File: config.mk
export PLATFORM = sky130hd
export DESIGN_NAME = receiver_main_config_regs
export DESIGN_NICKNAME = d
export VERILOG_FILES = /design/src/receiver_main_config_regs.v
export VERILOG_INCLUDE_DIRS = /design/src /design/src/src
export SDC_FILE = /design/constraint.sdc
export NUM_CORES = 1
export LEC_CHECK = 0
export BUFFER_PORTS_ARGS = -buffer_cell sky130_fd_sc_hd__buf_2
export CELL_PAD_IN_SITES_DETAIL_PLACEMENT = 0
export CELL_PAD_IN_SITES_GLOBAL_PLACEMENT = 1
export CORE_MARGIN = 5
export CORE_UTILIZATION = 32
export DETAILED_ROUTE_END_ITERATION = 7
export GPL_TIMING_DRIVEN = 0
export PLACE_DENSITY = 0.77
export SLEW_MARGIN = 15
export SYNTH_ARGS = -nofsm -noshare
export SYNTH_HDL_FRONTEND = slang
export SYNTH_SLANG_ARGS = --single-unit
File: constraint.sdc
create_clock -name CLK_SYS -period 2.13 [get_ports CLK_SYS]
set_clock_uncertainty 0.1 [all_clocks]
set_input_delay 0.3195 -clock CLK_SYS [delete_from_list [all_inputs] [get_ports CLK_SYS]]
set_output_delay 0.3195 -clock CLK_SYS [all_outputs]
set_load 0.01 [all_outputs]
File: src/main_config_map.vh
// Register indices, byte addresses, field positions, reset values and decode constants
`ifndef MAIN_CONFIG_MAP_VH
`define MAIN_CONFIG_MAP_VH

// ======================================================================
// Register indices and byte addresses
`define IDX_STATE_BAND_TRIM      2'h0
`define IDX_MODULATION_DATAPATH  2'h1
`define IDX_DEVIATION_DIVIDER    2'h2
`define IDX_BIT_RATE_DIVIDER     2'h3
`define ADDR_LSB                 2
`define ADDR_WIDTH               8
`define ADDR_SPAN_TOP            8'h0C

// ======================================================================
// Reset values
`define RST_STATE_BAND_TRIM      8'h28
`define RST_MODULATION_DATAPATH  8'h88
`define RST_DEVIATION_DIVIDER    8'h03
`define RST_BIT_RATE_DIVIDER     8'h07
`define RST_DEVIATION_DIVISOR    14'h0080
`define RST_RATE_FIELD           7'h07
`define RST_BIT_RATE_DIVISOR     14'h0200

// ======================================================================
// Byte 0 fields
`define OP_STATE_HI              7
`define OP_STATE_LO              5
`define BAND_HI                  4
`define BAND_LO                  3
`define TUNE_HI                  2
`define TUNE_LO                  1
`define DIV_SET_BIT              0

// ======================================================================
// Byte 1 fields
`define MOD_HI                   7
`define MOD_LO                   6
`define DATA_MODE_LO_BIT         5
`define SLICER_HI                4
`define SLICER_LO                3
`define DATA_MODE_HI_BIT         2
`define GAIN_HI                  1
`define GAIN_LO                  0

// ======================================================================
// Byte 3 fields
`define RATE_RESERVED_BIT        7
`define RATE_HI                  6

// ======================================================================
// Encodings
`define OP_SLEEP                 3'h0
`define OP_STANDBY               3'h1
`define OP_SYNTH                 3'h2
`define OP_RECEIVE               3'h3
`define BAND_LOWER               2'h0
`define BAND_MIDDLE              2'h1
`define BAND_UPPER               2'h2
`define MOD_ONOFF                2'h1
`define MOD_FREQSHIFT            2'h2
`define SLICER_FIXED             2'h0
`define SLICER_PEAK              2'h1
`define SLICER_AVERAGE           2'h2
`define SLICER_RESERVED          2'h3
`define DM_CONTINUOUS            2'h0
`define DM_BUFFERED              2'h1
`define TUNE_STEP_MV             8'h3C
`define GAIN_STEP_HALF_DB        5'h09
`define DEV_SCALE_SHIFT          5
`define RATE_SCALE_SHIFT         6

// ======================================================================
// Bus responses
`define RESP_OKAY                2'h0
`define RESP_SLVERR              2'h2

`endif

File: src/receiver_main_config_regs.v
// Main configuration register bank of the receiver with an AXI4-Lite slave port
//
// The AXI4-Lite interface to the registers was left to the implementer.
`timescale 1ns/100ps
`include "main_config_map.vh"

// Overview of operation
// Byte 0 bits 7-5 pick sleep, standby (default), synthesizer or receive.
// Byte 0 bits 4-3 pick lower, middle (default) or board-chosen upper band.
// Byte 0 bits 2-1 add 0 (default), 60, 120 or 180 mV tune offset.
// Byte 0 bit 0 picks first divider set (default) or second.
// Byte 1 bits 7-6 pick on-off keying 01 or frequency-shift 10 (default).
// Data mode is byte 1 bit 2 high, bit 5 low: continuous, buffered, packet.
// Byte 1 bits 4-3 pick fixed, peak (default), average slicer; 11 reserved.
// Byte 1 bits 1-0 give max gain or 4.5, 9, 13.5 dB reduction.
// Byte 2 sets deviation as crystal over 32 times value plus one.
// Byte 3 bits 6-0 set bit rate as crystal over 64 times value plus one.
// Software keeps byte 3 bit 7 at 0 and avoids state codes above 011.
// Every field reads back the last write and holds its default after reset.
module receiver_main_config_regs (
   // Clock and reset
   input  wire        CLK_SYS,
   input  wire        NRST,
   // AXI4-Lite write address
   input  wire [7:0]  AWADDR,
   input  wire [2:0]  AWPROT,
   input  wire        AWVALID,
   output reg         AWREADY,
   // AXI4-Lite write data
   input  wire [31:0] WDATA,
   input  wire [3:0]  WSTRB,
   input  wire        WVALID,
   output reg         WREADY,
   // AXI4-Lite write response
   output reg  [1:0]  BRESP,
   output reg         BVALID,
   input  wire        BREADY,
   // AXI4-Lite read address
   input  wire [7:0]  ARADDR,
   input  wire [2:0]  ARPROT,
   input  wire        ARVALID,
   output reg         ARREADY,
   // AXI4-Lite read data
   output reg  [31:0] RDATA,
   output reg  [1:0]  RRESP,
   output reg         RVALID,
   input  wire        RREADY,
   // Operating state
   output reg  [2:0]  OP_STATE,
   output reg         STATE_SLEEP,
   output reg         STATE_STANDBY,
   output reg         STATE_SYNTH,
   output reg         STATE_RECEIVE,
   output reg         STATE_CODE_INVALID,
   // Synthesizer settings
   output reg  [1:0]  BAND_SELECT,
   output reg  [1:0]  OSCILLATOR_TUNE_OFFSET,
   output reg  [7:0]  TUNE_OFFSET_MV,
   output reg         DIVIDER_SET_SELECT,
   // Demodulator settings
   output reg  [1:0]  MODULATION_SELECT,
   output reg         MOD_IS_ONOFF,
   output reg         MOD_IS_FREQSHIFT,
   output reg  [1:0]  DATA_MODE,
   output reg         DATA_MODE_PACKET,
   output reg  [1:0]  ONOFF_SLICER_THRESHOLD_TYPE,
   output reg         SLICER_CODE_RESERVED,
   output reg  [1:0]  IF_GAIN_STEP,
   output reg  [4:0]  GAIN_CUT_HALF_DB,
   // Rate dividers
   output reg  [7:0]  DEVIATION_DIVIDER,
   output reg  [13:0] DEVIATION_DIVISOR,
   output reg  [6:0]  BIT_RATE_DIVIDER,
   output reg  [13:0] BIT_RATE_DIVISOR
);

   // ======================================================================
   // Storage
   reg  [7:0]  state_band_trim_reg;
   reg  [7:0]  modulation_datapath_reg;
   reg  [7:0]  deviation_divider_reg;
   reg  [7:0]  bit_rate_divider_reg;
   reg  [7:0]  state_band_trim_next;
   reg  [7:0]  modulation_datapath_next;
   reg  [7:0]  deviation_divider_next;
   reg  [7:0]  bit_rate_divider_next;

   // ======================================================================
   // Bus state
   reg         aw_full_reg;
   reg         w_full_reg;
   reg  [7:0]  aw_addr_reg;
   reg  [7:0]  w_data_reg;
   reg         w_lane_reg;
   reg         aw_full_next;
   reg         w_full_next;
   reg         bvalid_next;
   reg         rvalid_next;
   reg  [31:0] rdata_next;
   reg  [1:0]  rresp_next;
   reg  [1:0]  bresp_next;
   wire        aw_take;
   wire        w_take;
   wire        ar_take;
   wire        do_write;
   wire        wr_hit;
   wire        rd_hit;
   wire [1:0]  wr_idx;
   wire [1:0]  rd_idx;

   // Protection bits are accepted and ignored
   assign aw_take  = AWVALID & AWREADY;
   assign w_take   = WVALID & WREADY;
   assign ar_take  = ARVALID & ARREADY;
   assign do_write = aw_full_reg & w_full_reg & ~BVALID;
   // Off-word or past-the-end addresses get an error
   assign wr_hit   = (aw_addr_reg[1:0] == 2'h0) && (aw_addr_reg <= `ADDR_SPAN_TOP);
   assign rd_hit   = (ARADDR[1:0] == 2'h0) && (ARADDR <= `ADDR_SPAN_TOP);
   assign wr_idx   = aw_addr_reg[`ADDR_LSB+1:`ADDR_LSB];
   assign rd_idx   = ARADDR[`ADDR_LSB+1:`ADDR_LSB];

   // ======================================================================
   // Write channel bookkeeping: address and data taken in either order
   // Store waits for both halves, so no half pairs
   // with a stale one; the response rises with it
   always @* begin
      aw_full_next = aw_full_reg | aw_take;
      w_full_next  = w_full_reg | w_take;
      if (do_write) begin
         aw_full_next = 1'b0;
         w_full_next  = 1'b0;
      end
      bvalid_next = do_write | (BVALID & ~BREADY);
      bresp_next  = BRESP;
      if (do_write) begin
         bresp_next = wr_hit ? `RESP_OKAY : `RESP_SLVERR;
      end
   end

   // ======================================================================
   // Register next values; only byte lane 0 carries data
   always @* begin
      state_band_trim_next     = state_band_trim_reg;
      modulation_datapath_next = modulation_datapath_reg;
      deviation_divider_next   = deviation_divider_reg;
      bit_rate_divider_next    = bit_rate_divider_reg;
      if (do_write && wr_hit && w_lane_reg) begin
         case (wr_idx)
            `IDX_STATE_BAND_TRIM: begin
               state_band_trim_next = w_data_reg;
            end
            `IDX_MODULATION_DATAPATH: begin
               modulation_datapath_next = w_data_reg;
            end
            `IDX_DEVIATION_DIVIDER: begin
               deviation_divider_next = w_data_reg;
            end
            `IDX_BIT_RATE_DIVIDER: begin
               // Reserved top bit is stored as written; software keeps it 0
               bit_rate_divider_next = w_data_reg;
            end
            default: begin
               state_band_trim_next = state_band_trim_reg;
            end
         endcase
      end
   end

   // ======================================================================
   // Read path: data is latched at the address handshake
   // Reads run apart from writes; one taken at the
   // store edge returns the byte before that write
   always @* begin
      rvalid_next = ar_take | (RVALID & ~RREADY);
      rdata_next  = RDATA;
      rresp_next  = RRESP;
      if (ar_take) begin
         rresp_next = rd_hit ? `RESP_OKAY : `RESP_SLVERR;
         rdata_next = 32'h00000000;
         if (rd_hit) begin
            case (rd_idx)
               `IDX_STATE_BAND_TRIM: begin
                  rdata_next = {24'h000000, state_band_trim_reg};
               end
               `IDX_MODULATION_DATAPATH: begin
                  rdata_next = {24'h000000, modulation_datapath_reg};
               end
               `IDX_DEVIATION_DIVIDER: begin
                  rdata_next = {24'h000000, deviation_divider_reg};
               end
               `IDX_BIT_RATE_DIVIDER: begin
                  rdata_next = {24'h000000, bit_rate_divider_reg};
               end
               default: begin
                  rdata_next = 32'h00000000;
               end
            endcase
         end
      end
   end

   // ======================================================================
   // Bus flip-flops
   // Readies are registered, so they rise one edge after reset
   always @(posedge CLK_SYS) begin
      if (!NRST) begin
         aw_full_reg             <= 1'b0;
         w_full_reg              <= 1'b0;
         aw_addr_reg             <= 8'h00;
         w_data_reg              <= 8'h00;
         w_lane_reg              <= 1'b0;
         AWREADY                 <= 1'b0;
         WREADY                  <= 1'b0;
         BVALID                  <= 1'b0;
         BRESP                   <= `RESP_OKAY;
         ARREADY                 <= 1'b0;
         RVALID                  <= 1'b0;
         RDATA                   <= 32'h00000000;
         RRESP                   <= `RESP_OKAY;
      end else begin
         aw_full_reg <= aw_full_next;
         w_full_reg  <= w_full_next;
         // Each half is captured on its own handshake
         if (aw_take) begin
            aw_addr_reg <= AWADDR;
         end
         if (w_take) begin
            w_data_reg <= WDATA[7:0];
            w_lane_reg <= WSTRB[0];
         end
         // Ready drops while a half is held so the pair cannot be overrun
         AWREADY                 <= ~aw_full_next & ~bvalid_next;
         WREADY                  <= ~w_full_next & ~bvalid_next;
         BVALID                  <= bvalid_next;
         BRESP                   <= bresp_next;
         ARREADY                 <= ~rvalid_next;
         RVALID                  <= rvalid_next;
         RDATA                   <= rdata_next;
         RRESP                   <= rresp_next;
      end
   end

   // Stored bytes
   always @(posedge CLK_SYS) begin
      if (!NRST) begin
         state_band_trim_reg     <= `RST_STATE_BAND_TRIM;
         modulation_datapath_reg <= `RST_MODULATION_DATAPATH;
         deviation_divider_reg   <= `RST_DEVIATION_DIVIDER;
         bit_rate_divider_reg    <= `RST_BIT_RATE_DIVIDER;
      end else begin
         state_band_trim_reg     <= state_band_trim_next;
         modulation_datapath_reg <= modulation_datapath_next;
         deviation_divider_reg   <= deviation_divider_next;
         bit_rate_divider_reg    <= bit_rate_divider_next;
      end
   end

   // ======================================================================
   // Decoded settings, one cycle behind the stored bytes
   // Registered so every output leaves a flop
   reg  [2:0]  op_code;
   reg  [1:0]  tune_code;
   reg  [1:0]  mod_code;
   reg  [1:0]  slicer_code;
   reg  [1:0]  gain_code;
   reg  [1:0]  data_mode_next;
   reg  [7:0]  tune_mv_next;
   reg  [4:0]  gain_cut_next;
   reg  [13:0] dev_divisor_next;
   reg  [13:0] rate_divisor_next;

   always @* begin
      op_code     = state_band_trim_reg[`OP_STATE_HI:`OP_STATE_LO];
      tune_code   = state_band_trim_reg[`TUNE_HI:`TUNE_LO];
      mod_code    = modulation_datapath_reg[`MOD_HI:`MOD_LO];
      slicer_code = modulation_datapath_reg[`SLICER_HI:`SLICER_LO];
      gain_code   = modulation_datapath_reg[`GAIN_HI:`GAIN_LO];
      data_mode_next = {modulation_datapath_reg[`DATA_MODE_HI_BIT],
                        modulation_datapath_reg[`DATA_MODE_LO_BIT]};
      // 3 x 60 and 3 x 9 fit their targets
      tune_mv_next   = `TUNE_STEP_MV * {6'h00, tune_code};
      gain_cut_next  = `GAIN_STEP_HALF_DB * {3'h0, gain_code};
      // Divisor widths hold 32 x 256 and 64 x 128 exactly
      dev_divisor_next  = ({6'h00, deviation_divider_reg} + 14'h0001)
                          << `DEV_SCALE_SHIFT;
      rate_divisor_next = ({7'h00, bit_rate_divider_reg[`RATE_HI:0]} + 14'h0001)
                          << `RATE_SCALE_SHIFT;
   end

   // Decoded output flops; reset values match the
   // stored defaults, so nothing steps on release
   always @(posedge CLK_SYS) begin
      if (!NRST) begin
         OP_STATE                    <= `OP_STANDBY;
         STATE_SLEEP                 <= 1'b0;
         STATE_STANDBY               <= 1'b1;
         STATE_SYNTH                 <= 1'b0;
         STATE_RECEIVE               <= 1'b0;
         STATE_CODE_INVALID          <= 1'b0;
         BAND_SELECT                 <= `BAND_MIDDLE;
         OSCILLATOR_TUNE_OFFSET      <= 2'h0;
         TUNE_OFFSET_MV              <= 8'h00;
         DIVIDER_SET_SELECT          <= 1'b0;
         MODULATION_SELECT           <= `MOD_FREQSHIFT;
         MOD_IS_ONOFF                <= 1'b0;
         MOD_IS_FREQSHIFT            <= 1'b1;
         DATA_MODE                   <= `DM_CONTINUOUS;
         DATA_MODE_PACKET            <= 1'b0;
         ONOFF_SLICER_THRESHOLD_TYPE <= `SLICER_PEAK;
         SLICER_CODE_RESERVED        <= 1'b0;
         IF_GAIN_STEP                <= 2'h0;
         GAIN_CUT_HALF_DB            <= 5'h00;
         DEVIATION_DIVIDER           <= `RST_DEVIATION_DIVIDER;
         DEVIATION_DIVISOR           <= `RST_DEVIATION_DIVISOR;
         BIT_RATE_DIVIDER            <= `RST_RATE_FIELD;
         BIT_RATE_DIVISOR            <= `RST_BIT_RATE_DIVISOR;
      end else begin
         OP_STATE           <= op_code;
         STATE_SLEEP        <= (op_code == `OP_SLEEP);
         STATE_STANDBY      <= (op_code == `OP_STANDBY);
         STATE_SYNTH        <= (op_code == `OP_SYNTH);
         STATE_RECEIVE      <= (op_code == `OP_RECEIVE);
         // Codes above receive select no state; flagged for software
         STATE_CODE_INVALID <= (op_code > `OP_RECEIVE);
         BAND_SELECT            <= state_band_trim_reg[`BAND_HI:`BAND_LO];
         OSCILLATOR_TUNE_OFFSET <= tune_code;
         TUNE_OFFSET_MV         <= tune_mv_next;
         DIVIDER_SET_SELECT     <= state_band_trim_reg[`DIV_SET_BIT];
         MODULATION_SELECT      <= mod_code;
         MOD_IS_ONOFF           <= (mod_code == `MOD_ONOFF);
         MOD_IS_FREQSHIFT       <= (mod_code == `MOD_FREQSHIFT);
         DATA_MODE              <= data_mode_next;
         DATA_MODE_PACKET       <= data_mode_next[1];
         ONOFF_SLICER_THRESHOLD_TYPE <= slicer_code;
         SLICER_CODE_RESERVED   <= (slicer_code == `SLICER_RESERVED);
         IF_GAIN_STEP           <= gain_code;
         GAIN_CUT_HALF_DB       <= gain_cut_next;
         DEVIATION_DIVIDER      <= deviation_divider_reg;
         DEVIATION_DIVISOR      <= dev_divisor_next;
         BIT_RATE_DIVIDER       <= bit_rate_divider_reg[`RATE_HI:0];
         BIT_RATE_DIVISOR       <= rate_divisor_next;
      end
   end

endmodule

==> qor.yml, run 1 <==
largest_reg_flops: 9
clk_latency_ns: 0.41
grt_max_degree: 17
slew_viol_final: 0
critical_path_required_ns: 2.38
startpoint_type: "flip-flop"
grt_util_met1_pct: 17.0
final_area_mm2: 0.00638
port_buffers: 110
synth_edf_count: 0
synth_area_leader_cell: "dfxtp_1"
async_flop_share_pct: 0
yosysSeqAreaShare_pct: 53.5
crit_start: "aw_addr_reg[1]"
area_delta_synth_final_pct: 35.3
start_util_pct: 32.6
avgSynthCellArea_um2: 10.0
path_class: "reg2reg"
synth_area_mm2: 0.00471
clk_pin_slew_ns: 0.05
antenna_found_initial: 0
dpl_cell_area_mm2: 0.00564
dp_hpwl_mm: 9.36
gr-usage-all-layers_pct: 14.5
timing.hold.ws_ns: 0.0491
yosysWarnings: 0
post-route-period-util_pct: 88.7
core.rowCount: 44
grtUsageMet3_pct: 6.46
slew_headroom_pct: 37.2
largest_register: "DEVIATION_DIVISOR"
grt_pass1_vias: 3823
routed_wl_mm: 12.3
place_congestion: 0.817
firstDrtPassIters: 4
hp-class: "in2reg"
power.leakage_nw: 3.01
fin_crit_ns: 1.89
ys_top_cells_by_count: "dfxtp_1 (126), nand2_1 (79), buf_4 (47)"
ant_nets: 0
drt_iter0_drc: 211
finalSetupViolCount: 0
reg2reg_depth: 4
core_area_mm2: 0.0145
hold_end: "aw_addr_reg[6]"
rsz0062_at_grt: "false"
die-area_mm2: 0.0173
crit-reg2reg-capture: "bit_rate_divider_reg[7]"
worstPathArrival_ns: 2.13
worstHoldPathCells: 3
synthCells: 469
grt-ovfl-total: 0
yosysMostFrequentCell: "dfxtp_1"
die_h_um: 131
drive_above_1_share_pct: 32.4
die_x_um: 131
r2r_start: "aw_addr_reg[1]"
io_pins: 187
grt_pass1_wl_mm: 19.7
endpoint_kind: "flip-flop"
r2r_setup_slack_ns: 0.24
crit_fanout: 6
top_usage_layer: "met2"
vias: 3616
final_nets: 715
power_density_mw_per_mm2: 909
ys_ff_latch: 126
hold_viol: 0
cts_buffer_depth: 2
dp.cells: 802
use_met2_pct: 23.8
post_cts_resize_count: 0
layoutNonFillerInstCount: 843
wl_per_cell_um: 14.6
synth_area_leaders: "dfxtp_1 (54%), buf_4 (7.5%), mux2i_1 (6.4%), nand2_1 (6.3%), mux4_2 (3.8%)"
clockRootBuffer: "clkbuf_16"
tightestPinTransition_ns: 0.942
synthFlopType: "dfxtp_1"
cts.sinks: 126
drc_errors: 0
ir_drop_mv: 0.558
fmax_mhz: 529
max_cap_viol_count: 0
status: "finished clean"
synth_top_area_share_pct: 53.5
min_from: "AWADDR[6]"
cts_tree: "done"
numCtsBuffers: 17
htree_levels: 4
vias_per_cell: 4.29
yosys.cell_types.count: 38
-- final cells by class --
| class | count | area (um^2) |
|---|---|---|
| Fill cell | 1430 | 8100 |
| Sequential cell | 126 | 2520 |
| Multi-Input combinational cell | 284 | 1790 |
| Timing Repair Buffer | 118 | 636 |
| Clock buffer | 21 | 450 |
| Buffer | 63 | 420 |
| Tap cell | 184 | 230 |
| Clock inverter | 11 | 189 |
| Inverter | 35 | 131 |
| Antenna cell | 1 | 2.50 |
-- worst max-delay path, cell delays in order (launching register included) --
cell,delay (ns)
dfxtp_1,0.32
or4_4,0.54
buf_6,0.16
nor4_1,0.48
mux2i_1,0.23
-- cell usage in the layout (no fill, tap or decap), types with 6 or more instances in the layout --
cell,netlist,routed
dfxtp_1,126,126
buf_2,0,110
nand2_1,79,79
buf_4,47,53
conb_1,1,40
inv_1,34,34
mux2i_1,30,30
a21oi_1,27,27
nor2_1,19,19
clkbuf_16,0,17
clkbuf_1,10,13
and2_1,8,8
mux4_2,8,8
a32o_1,8,8
nand3_1,8,8
nor3_1,7,7
o21ai_0,7,7
nand2b_1,6,6
-- power by group --
part           total (mW)  switching [mW]  leakage, nW  internal (mW)
clock                3.09           0.991        0.307           2.10
combinational       0.298           0.175         1.69          0.124
sequential           2.41          0.0209         1.02           2.39
-- worst max-delay path by stage --
stage                                   end  slack [ns]  depth (start not counted)
finish              bit_rate_divider_reg[7]        0.24                          4
global route         state_band_trim_reg[2]        0.15                          6
CTS                                RDATA[1]        0.14                          4
detailed placement                 RDATA[1]       -0.29                          4
global placement     state_band_trim_reg[5]       -0.25                          4
floorplan            state_band_trim_reg[5]        0.05                          4
-- cells by family (layout without fill, tap and decap cells) --
group | count (synthesis) | in the layout | synth area share [%]
buffers and inverters | 98 | 248 | 11.7
other | 1 | 41 | 0.0796
and+or+nand+nor | 150 | 150 | 16.0
AOI/OAI and AO/OA | 43 | 43 | 5.47
adders and majority gates | 5 | 5 | 1.33
xor gates and xnor gates | 6 | 6 | 1.11
muxes | 40 | 40 | 10.8
DFF | 126 | 126 | 53.5
-- timing repair --
item                                   CTS  global route
hold buffers                             0             0
endpoints found under the hold margin    0             0
setup buffers                            8             0
setup endpoints to repair               25             0
-- layer usage --
metal	wire length, um	part of all wire (%)	up-vias
met5	0	0	-
met4	141	1.1	0
met3	965	7.9	12
li1	-	-	1823
met1	5230	43	1657
met2	5940	48	124
-- metrics by stage --
step	TNS, ns	setup WS (ns)	power, mW	utilization (%)
2_1_floorplan	0	0.0529	2.67	-
6_report	0	0.241	5.80	44.0
3_5_place_dp	-5.46	-0.291	2.75	39.0
3_3_place_gp	-4.64	-0.253	2.75	39.0
4_1_cts	0	0.143	5.86	44.0
5_1_grt	0	0.155	6.00	44.0
Power figures use the tool's default switching activity.
==> run 2: changes to the inputs <==
- ABC_CLOCK_PERIOD_IN_PS: not set -> 2130
- PLACE_DENSITY: 0.77 -> not set
- PLACE_DENSITY_LB_ADDON: not set -> 0.1
==> run 2 against run 1 <==
Effect of this change: combinational power about the same; design area fell by 1.2%; sequential share of layout area is 0.48 points higher; die area is the same; global-route usage increased by 0.67 points; fmax is 0.77% lower; highest routed layer is now met5; core utilization fell by 0.53 points; worst hold slack lost 0.0083 ns; total power fell by 4.6%.
==> qor.yml, run 2 (synthesized netlist as in run 1, its figures left out) <==
status: "finished clean"
io_pins: 187  # unchanged
post_cts_resize_count: 0  # unchanged
cts_buffer_depth: 2  # unchanged
hold_viol: 0  # unchanged
die_x_um: 131  # unchanged
final_cell_mix: "dfxtp_1 (126), buf_2 (110), nand2_1 (79)"
dp.cells: 802  # unchanged
tightestPinTransition_ns: 1.04  # +0.0937 ns
slew_headroom_pct: 31.0  # -6.2 points
die_h_um: 131  # unchanged
drive_above_1_share_pct: 32.8  # +0.46 points
vias_per_cell: 4.29  # about the same
startpoint_type: "flip-flop"
firstDrtPassIters: 4  # unchanged
post-route-period-util_pct: 89.4  # +0.69 points
path_class: "reg2reg"
place_congestion: 0.790  # -3.3%
slew_viol_final: 0  # unchanged
largest_reg_flops: 9  # unchanged
rsz0062_at_grt: "false"
n_antenna_cell: 0  # -1
clk_latency_ns: 0.42  # about the same
critical_path_required_ns: 2.33  # -0.05 ns
core.rowCount: 44  # unchanged
routed_wl_mm: 12.8  # +3.9%
path_delay_family: "simple AND/OR/NAND/NOR gates"
area_delta_synth_final_pct: 33.7
utilization_pct: 43.5  # -0.53 points
cts_tree: "done"
r2r_setup_slack_ns: 0.23  # about the same
grt-ovfl-total: 0  # unchanged
drt_iter0_drc: 174  # -18%
numCtsBuffers: 17  # unchanged
grt_pass1_wl_mm: 20.4  # +3.5%
cts.sinks: 126  # unchanged
vias: 3614  # -0.055%
final_nets: 716  # +0.14%
critPathMaxStageDelay_ns: 0.35  # -0.19 ns
antenna_found_initial: 2  # +2
min_from: "AWADDR[5]"
htree_levels: 4  # unchanged
max_cap_viol_count: 0  # unchanged
crit-reg2reg-capture: "state_band_trim_reg[5]"
reg2reg_depth: 5  # +1
die-area_mm2: 0.0173  # unchanged
grt_pass1_vias: 3885  # +1.6%
core_area_mm2: 0.0145  # unchanged
power.leakage_nw: 2.99  # -0.78%
hp-class: "in2reg"
ant_nets: 0  # unchanged
clk_pin_slew_ns: 0.06  # about the same
final_common_cell: "dfxtp_1"
layoutNonFillerInstCount: 842  # -0.12%
worstHoldPathCells: 3  # unchanged
fin_crit_ns: 1.90  # +0.0147 ns
start_util_pct: 32.6  # unchanged
dp_hpwl_mm: 9.42  # +0.57%
path_cells: "or2_2, clkbuf_1, nor4_4, buf_4, mux2_4"
power_density_mw_per_mm2: 878  # -3.4%
grt_max_degree: 17  # unchanged
drc_errors: 0  # unchanged
gr-usage-all-layers_pct: 15.2  # +0.67 points
fmax_mhz: 525  # -0.77%
finalSetupViolCount: 0  # unchanged
port_buffers: 110  # unchanged
largest_register: "DEVIATION_DIVISOR"
wl_per_cell_um: 15.1  # +4.0%
path_buf_inv: 2  # +1
worstPathArrival_ns: 2.10  # -0.03 ns
num-fill-cells: 1438  # +0.56%
endpoint_kind: "flip-flop"
r2r_start: "aw_addr_reg[7]"
hold_end: "aw_addr_reg[5]"
cp_slowest_cell: "nor4_4"
crit_fanout: 6  # unchanged
clockRootBuffer: "clkbuf_16"
ir_drop_mv: 0.503  # -9.9%
-- run 2: cell count changes in the layout (fill, tap and decap cells not counted) --
cell        previous run  this run
buf_4                 53        56
bufinv_16              5         2
clkbuf_1              13        10
buf_12                 2         0
clkbuf_8               1         3
clkinv_2               3         5
clkinvlp_4             2         3
diode_2                1         0
-- run 2: final cells by class --
cell class	count	area [um^2]	share of cell area [%]
buffer	63	420	6.67
clock buffer	20	467	7.41
clock inverter	11	116	1.85
inverter	35	131	2.09
multi-input combinational	284	1790	28.5
sequential	126	2520	40.0
tap	184	230	3.65
timing repair buffer	119	618	9.81
-- run 2: routing by layer --
layer | GRT usage [%] | vias to the layer above | share of wire (%)
met2 | 24.5 | 124 | 48
li1 | - | 1817 | -
met4 | 5.60 | 4 | 1.5
met5 | 0 | - | 0.20
met1 | 17.9 | 1655 | 44
met3 | 6.77 | 14 | 7.0
-- run 2: timing repair --
item                                    4_1_cts  5_1_grt
endpoints found under the setup margin       25        0
hold buffers                                  0        0
buffers inserted                              9        0
-- run 2: worst max-delay path by stage --
stage	startpoint	to	depth (start not counted)
6_report	aw_addr_reg[7]	state_band_trim_reg[5]	5
3_5_place_dp	aw_addr_reg[1]	state_band_trim_reg[5]	4
4_1_cts	aw_addr_reg[7]	state_band_trim_reg[5]	5
5_1_grt	aw_addr_reg[7]	state_band_trim_reg[5]	5
2_1_floorplan	aw_addr_reg[1]	state_band_trim_reg[5]	4
3_3_place_gp	ARADDR[0]	RDATA[0]	4
-- run 2: per-stage QoR --
stage	hold WS, ns	area (um^2)	total power [mW]	setup WS (ns)	setup TNS (ns)
after floorplan	0.313	4860	2.67	0.0529	0
after global placement	0.343	5640	2.75	-0.322	-6.20
after detailed placement	0.342	5650	2.76	-0.270	-3.42
after CTS	0.0267	6300	5.60	0.227	0
after global routing	0.0365	6300	5.76	0.146	0
final	0.0408	6300	5.53	0.226	0
-- run 2: worst min-delay path: cells and delay by family --
| kind | cells | cell delay (ns) |
|---|---|---|
| compound gates | 1 | 0.05 |
| buf+inv | 1 | 0.09 |
| simple gates | 1 | 0.05 |
-- run 2: power breakdown --
group	leakage [nW]	total, mW	internal, mW	switching (mW)
Clock	0.283	2.83	1.80	1.03
Combinational	1.69	0.301	0.123	0.177
Sequential	1.02	2.41	2.39	0.0211
Total	2.99	5.53	4.31	1.23
==> run 3: changes to the inputs <==
- CORE_UTILIZATION: 32 -> 33
- CTS_BUF_LIST: not set -> sky130_fd_sc_hd__clkbuf_4 sky130_fd_sc_hd__clkbuf_8
==> run 3 against run 2 <==
Effect of this change: register-to-register slack lost 0.02 ns; worst setup slack lost 0.016 ns; global-route usage is essentially flat; count of clock-buffer cells in the layout is the same; sequential power is essentially flat.
==> qor.yml, run 3 (synthesized netlist as in run 1, its figures left out) <==
status: "finished clean"
reg2reg_depth: 5  # unchanged
r2r_setup_slack_ns: 0.21  # -0.02 ns
setup_slack_ns: 0.210  # -0.0161 ns
crit_fanout: 6  # unchanged
clk_latency_ns: 0.44  # +0.02 ns
largest_reg_flops: 9  # unchanged
num-fill-cells: 1405  # -2.3%
post-route-period-util_pct: 90.1  # +0.75 points
area_delta_synth_final_pct: 33.5
place_congestion: 0.819  # +3.6%
drive_above_1_share_pct: 32.1  # -0.69 points
startpoint_type: "flip-flop"
htree_levels: 4  # unchanged
die_h_um: 130  # -1.4%
hold_viol: 0  # unchanged
multi_input_area_mm2: 0.00179  # unchanged
crit-reg2reg-capture: "state_band_trim_reg[5]"
dp_hpwl_mm: 9.37  # -0.51%
vias: 3640  # +0.72%
routed_wl_mm: 12.5  # -1.7%
wl_per_cell_um: 14.8  # -2.2%
hp-class: "in2reg"
io_pins: 187  # unchanged
r2r_start: "aw_addr_reg[7]"
core.rowCount: 43  # -2.3%
crit_start: "aw_addr_reg[7]"
numCtsBuffers: 17  # unchanged
path_class: "reg2reg"
start_util_pct: 33.8  # +1.3 points
power.leakage_nw: 2.97  # -0.55%
layoutNonFillerInstCount: 846  # +0.48%
post_cts_resize_count: 0  # unchanged
critical_path_required_ns: 2.36  # +0.03 ns
slew_viol_final: 0  # unchanged
register_area_mm2: 0.00252  # unchanged
ir_drop_mv: 0.336  # -33%
grt-ovfl-total: 0  # unchanged
clk_pin_slew_ns: 0.07  # about the same
vias_per_cell: 4.30  # +0.24%
final_area_mm2: 0.00629  # -0.12%
pre_cts_ws_ns: -0.294  # -0.0237 ns
grt_pass1_vias: 3670  # -5.5%
drc_errors: 0  # unchanged
grt_max_degree: 17  # unchanged
n_antenna_cell: 0  # unchanged
die-area_mm2: 0.0168  # -2.8%
dpl_cell_area_mm2: 0.00564  # about the same
endpoint_kind: "flip-flop"
worstHoldPathCells: 3  # unchanged
core_area_mm2: 0.0139  # -3.8%
final_cell_mix: "dfxtp_1 (126), buf_2 (110), nand2_1 (79)"
final_common_cell: "dfxtp_1"
fmax_mhz: 521  # -0.84%
worstPathArrival_ns: 2.15  # +0.05 ns
cts_tree: "done"
dp.cells: 798  # -0.50%
rsz0062_at_grt: "false"
port_buffers: 110  # unchanged
clockRootBuffer: "clkbuf_8"
gr-usage-all-layers_pct: 15.2  # about the same
cp-endpoint: "state_band_trim_reg[5]"
max_cap_viol_count: 0  # unchanged
die_x_um: 130  # -1.4%
firstDrtPassIters: 4  # unchanged
grt_pass1_wl_mm: 19.0  # -6.7%
largest_register: "DEVIATION_DIVISOR"
fin_crit_ns: 1.92  # +0.0161 ns
drt_iter0_drc: 110  # -37%
cts.sinks: 126  # unchanged
antenna_found_initial: 0  # -2
cts_buffer_depth: 2  # unchanged
power_density_mw_per_mm2: 810  # -7.8%
slew_headroom_pct: 25.7  # -5.3 points
final_nets: 724  # +1.1%
finalSetupViolCount: 0  # unchanged
tightestPinTransition_ns: 1.11  # +0.0789 ns
ant_nets: 0  # unchanged
## run 3: how the worst min path moves through the flow
stage | startpoint | endpoint | slack (ns)
finish | WDATA[7] | w_data_reg[7] | 0.03
global route | WDATA[4] | w_data_reg[4] | 0.005
CTS | WDATA[7] | w_data_reg[7] | 0.002
detailed placement | aw_addr_reg[7] | aw_addr_reg[7] | 0.34
global placement | aw_addr_reg[7] | aw_addr_reg[7] | 0.34
floorplan | state_band_trim_reg[3] | BAND_SELECT[0] | 0.31
## run 3: what timing repair did
action | in CTS | in global routing
hold buffers | 10 | 0
setup endpoints to repair | 31 | 0
buffers inserted | 7 | 0
hold endpoints to repair | 10 | 0
## run 3: through the flow
step	hold WS [ns]	setup TNS, ns	utilization (%)	total power [mW]
2_1_floorplan	0.313	0	-	2.67
3_3_place_gp	0.339	-6.76	40.4	2.75
3_5_place_dp	0.342	-3.91	40.5	2.76
4_1_cts	0.00174	0	45.2	5.15
5_1_grt	0.00547	0	45.2	5.28
6_report	0.0266	0	45.2	5.09
## run 3: power by group
group          internal [mW]  total, mW  switching, mW
clock                   1.46       2.38          0.920
sequential              2.38       2.40         0.0205
combinational          0.136      0.315          0.180
total                   3.97       5.09           1.12
## run 3: per-layer routing
layer | GRT usage, % | vias up | routed length [um]
li1 | - | 1834 | -
met1 | 18.5 | 1664 | 5450
met4 | 5.56 | 0 | 236
met5 | 0 | - | 0
met3 | 4.66 | 20 | 862
met2 | 25.4 | 122 | 5990
## run 3: worst max-delay path: stages (launching register included)
cell      delay (ns)
dfxtp_1         0.31
or2_2           0.28
clkbuf_1        0.26
nor4_4          0.35
buf_4           0.21
mux2_4          0.30
## run 3: cell type report
cell class / instances / share of cell area [%]
flip-flops and latches: 126 / 40.1
clock inverters: 11 / 3.00
inverters: 35 / 2.09
plain buffers: 63 / 6.68
well taps: 180 / 3.58
multi-input cells: 284 / 28.5
repair buffers: 127 / 11.8
clock buffers: 20 / 4.28
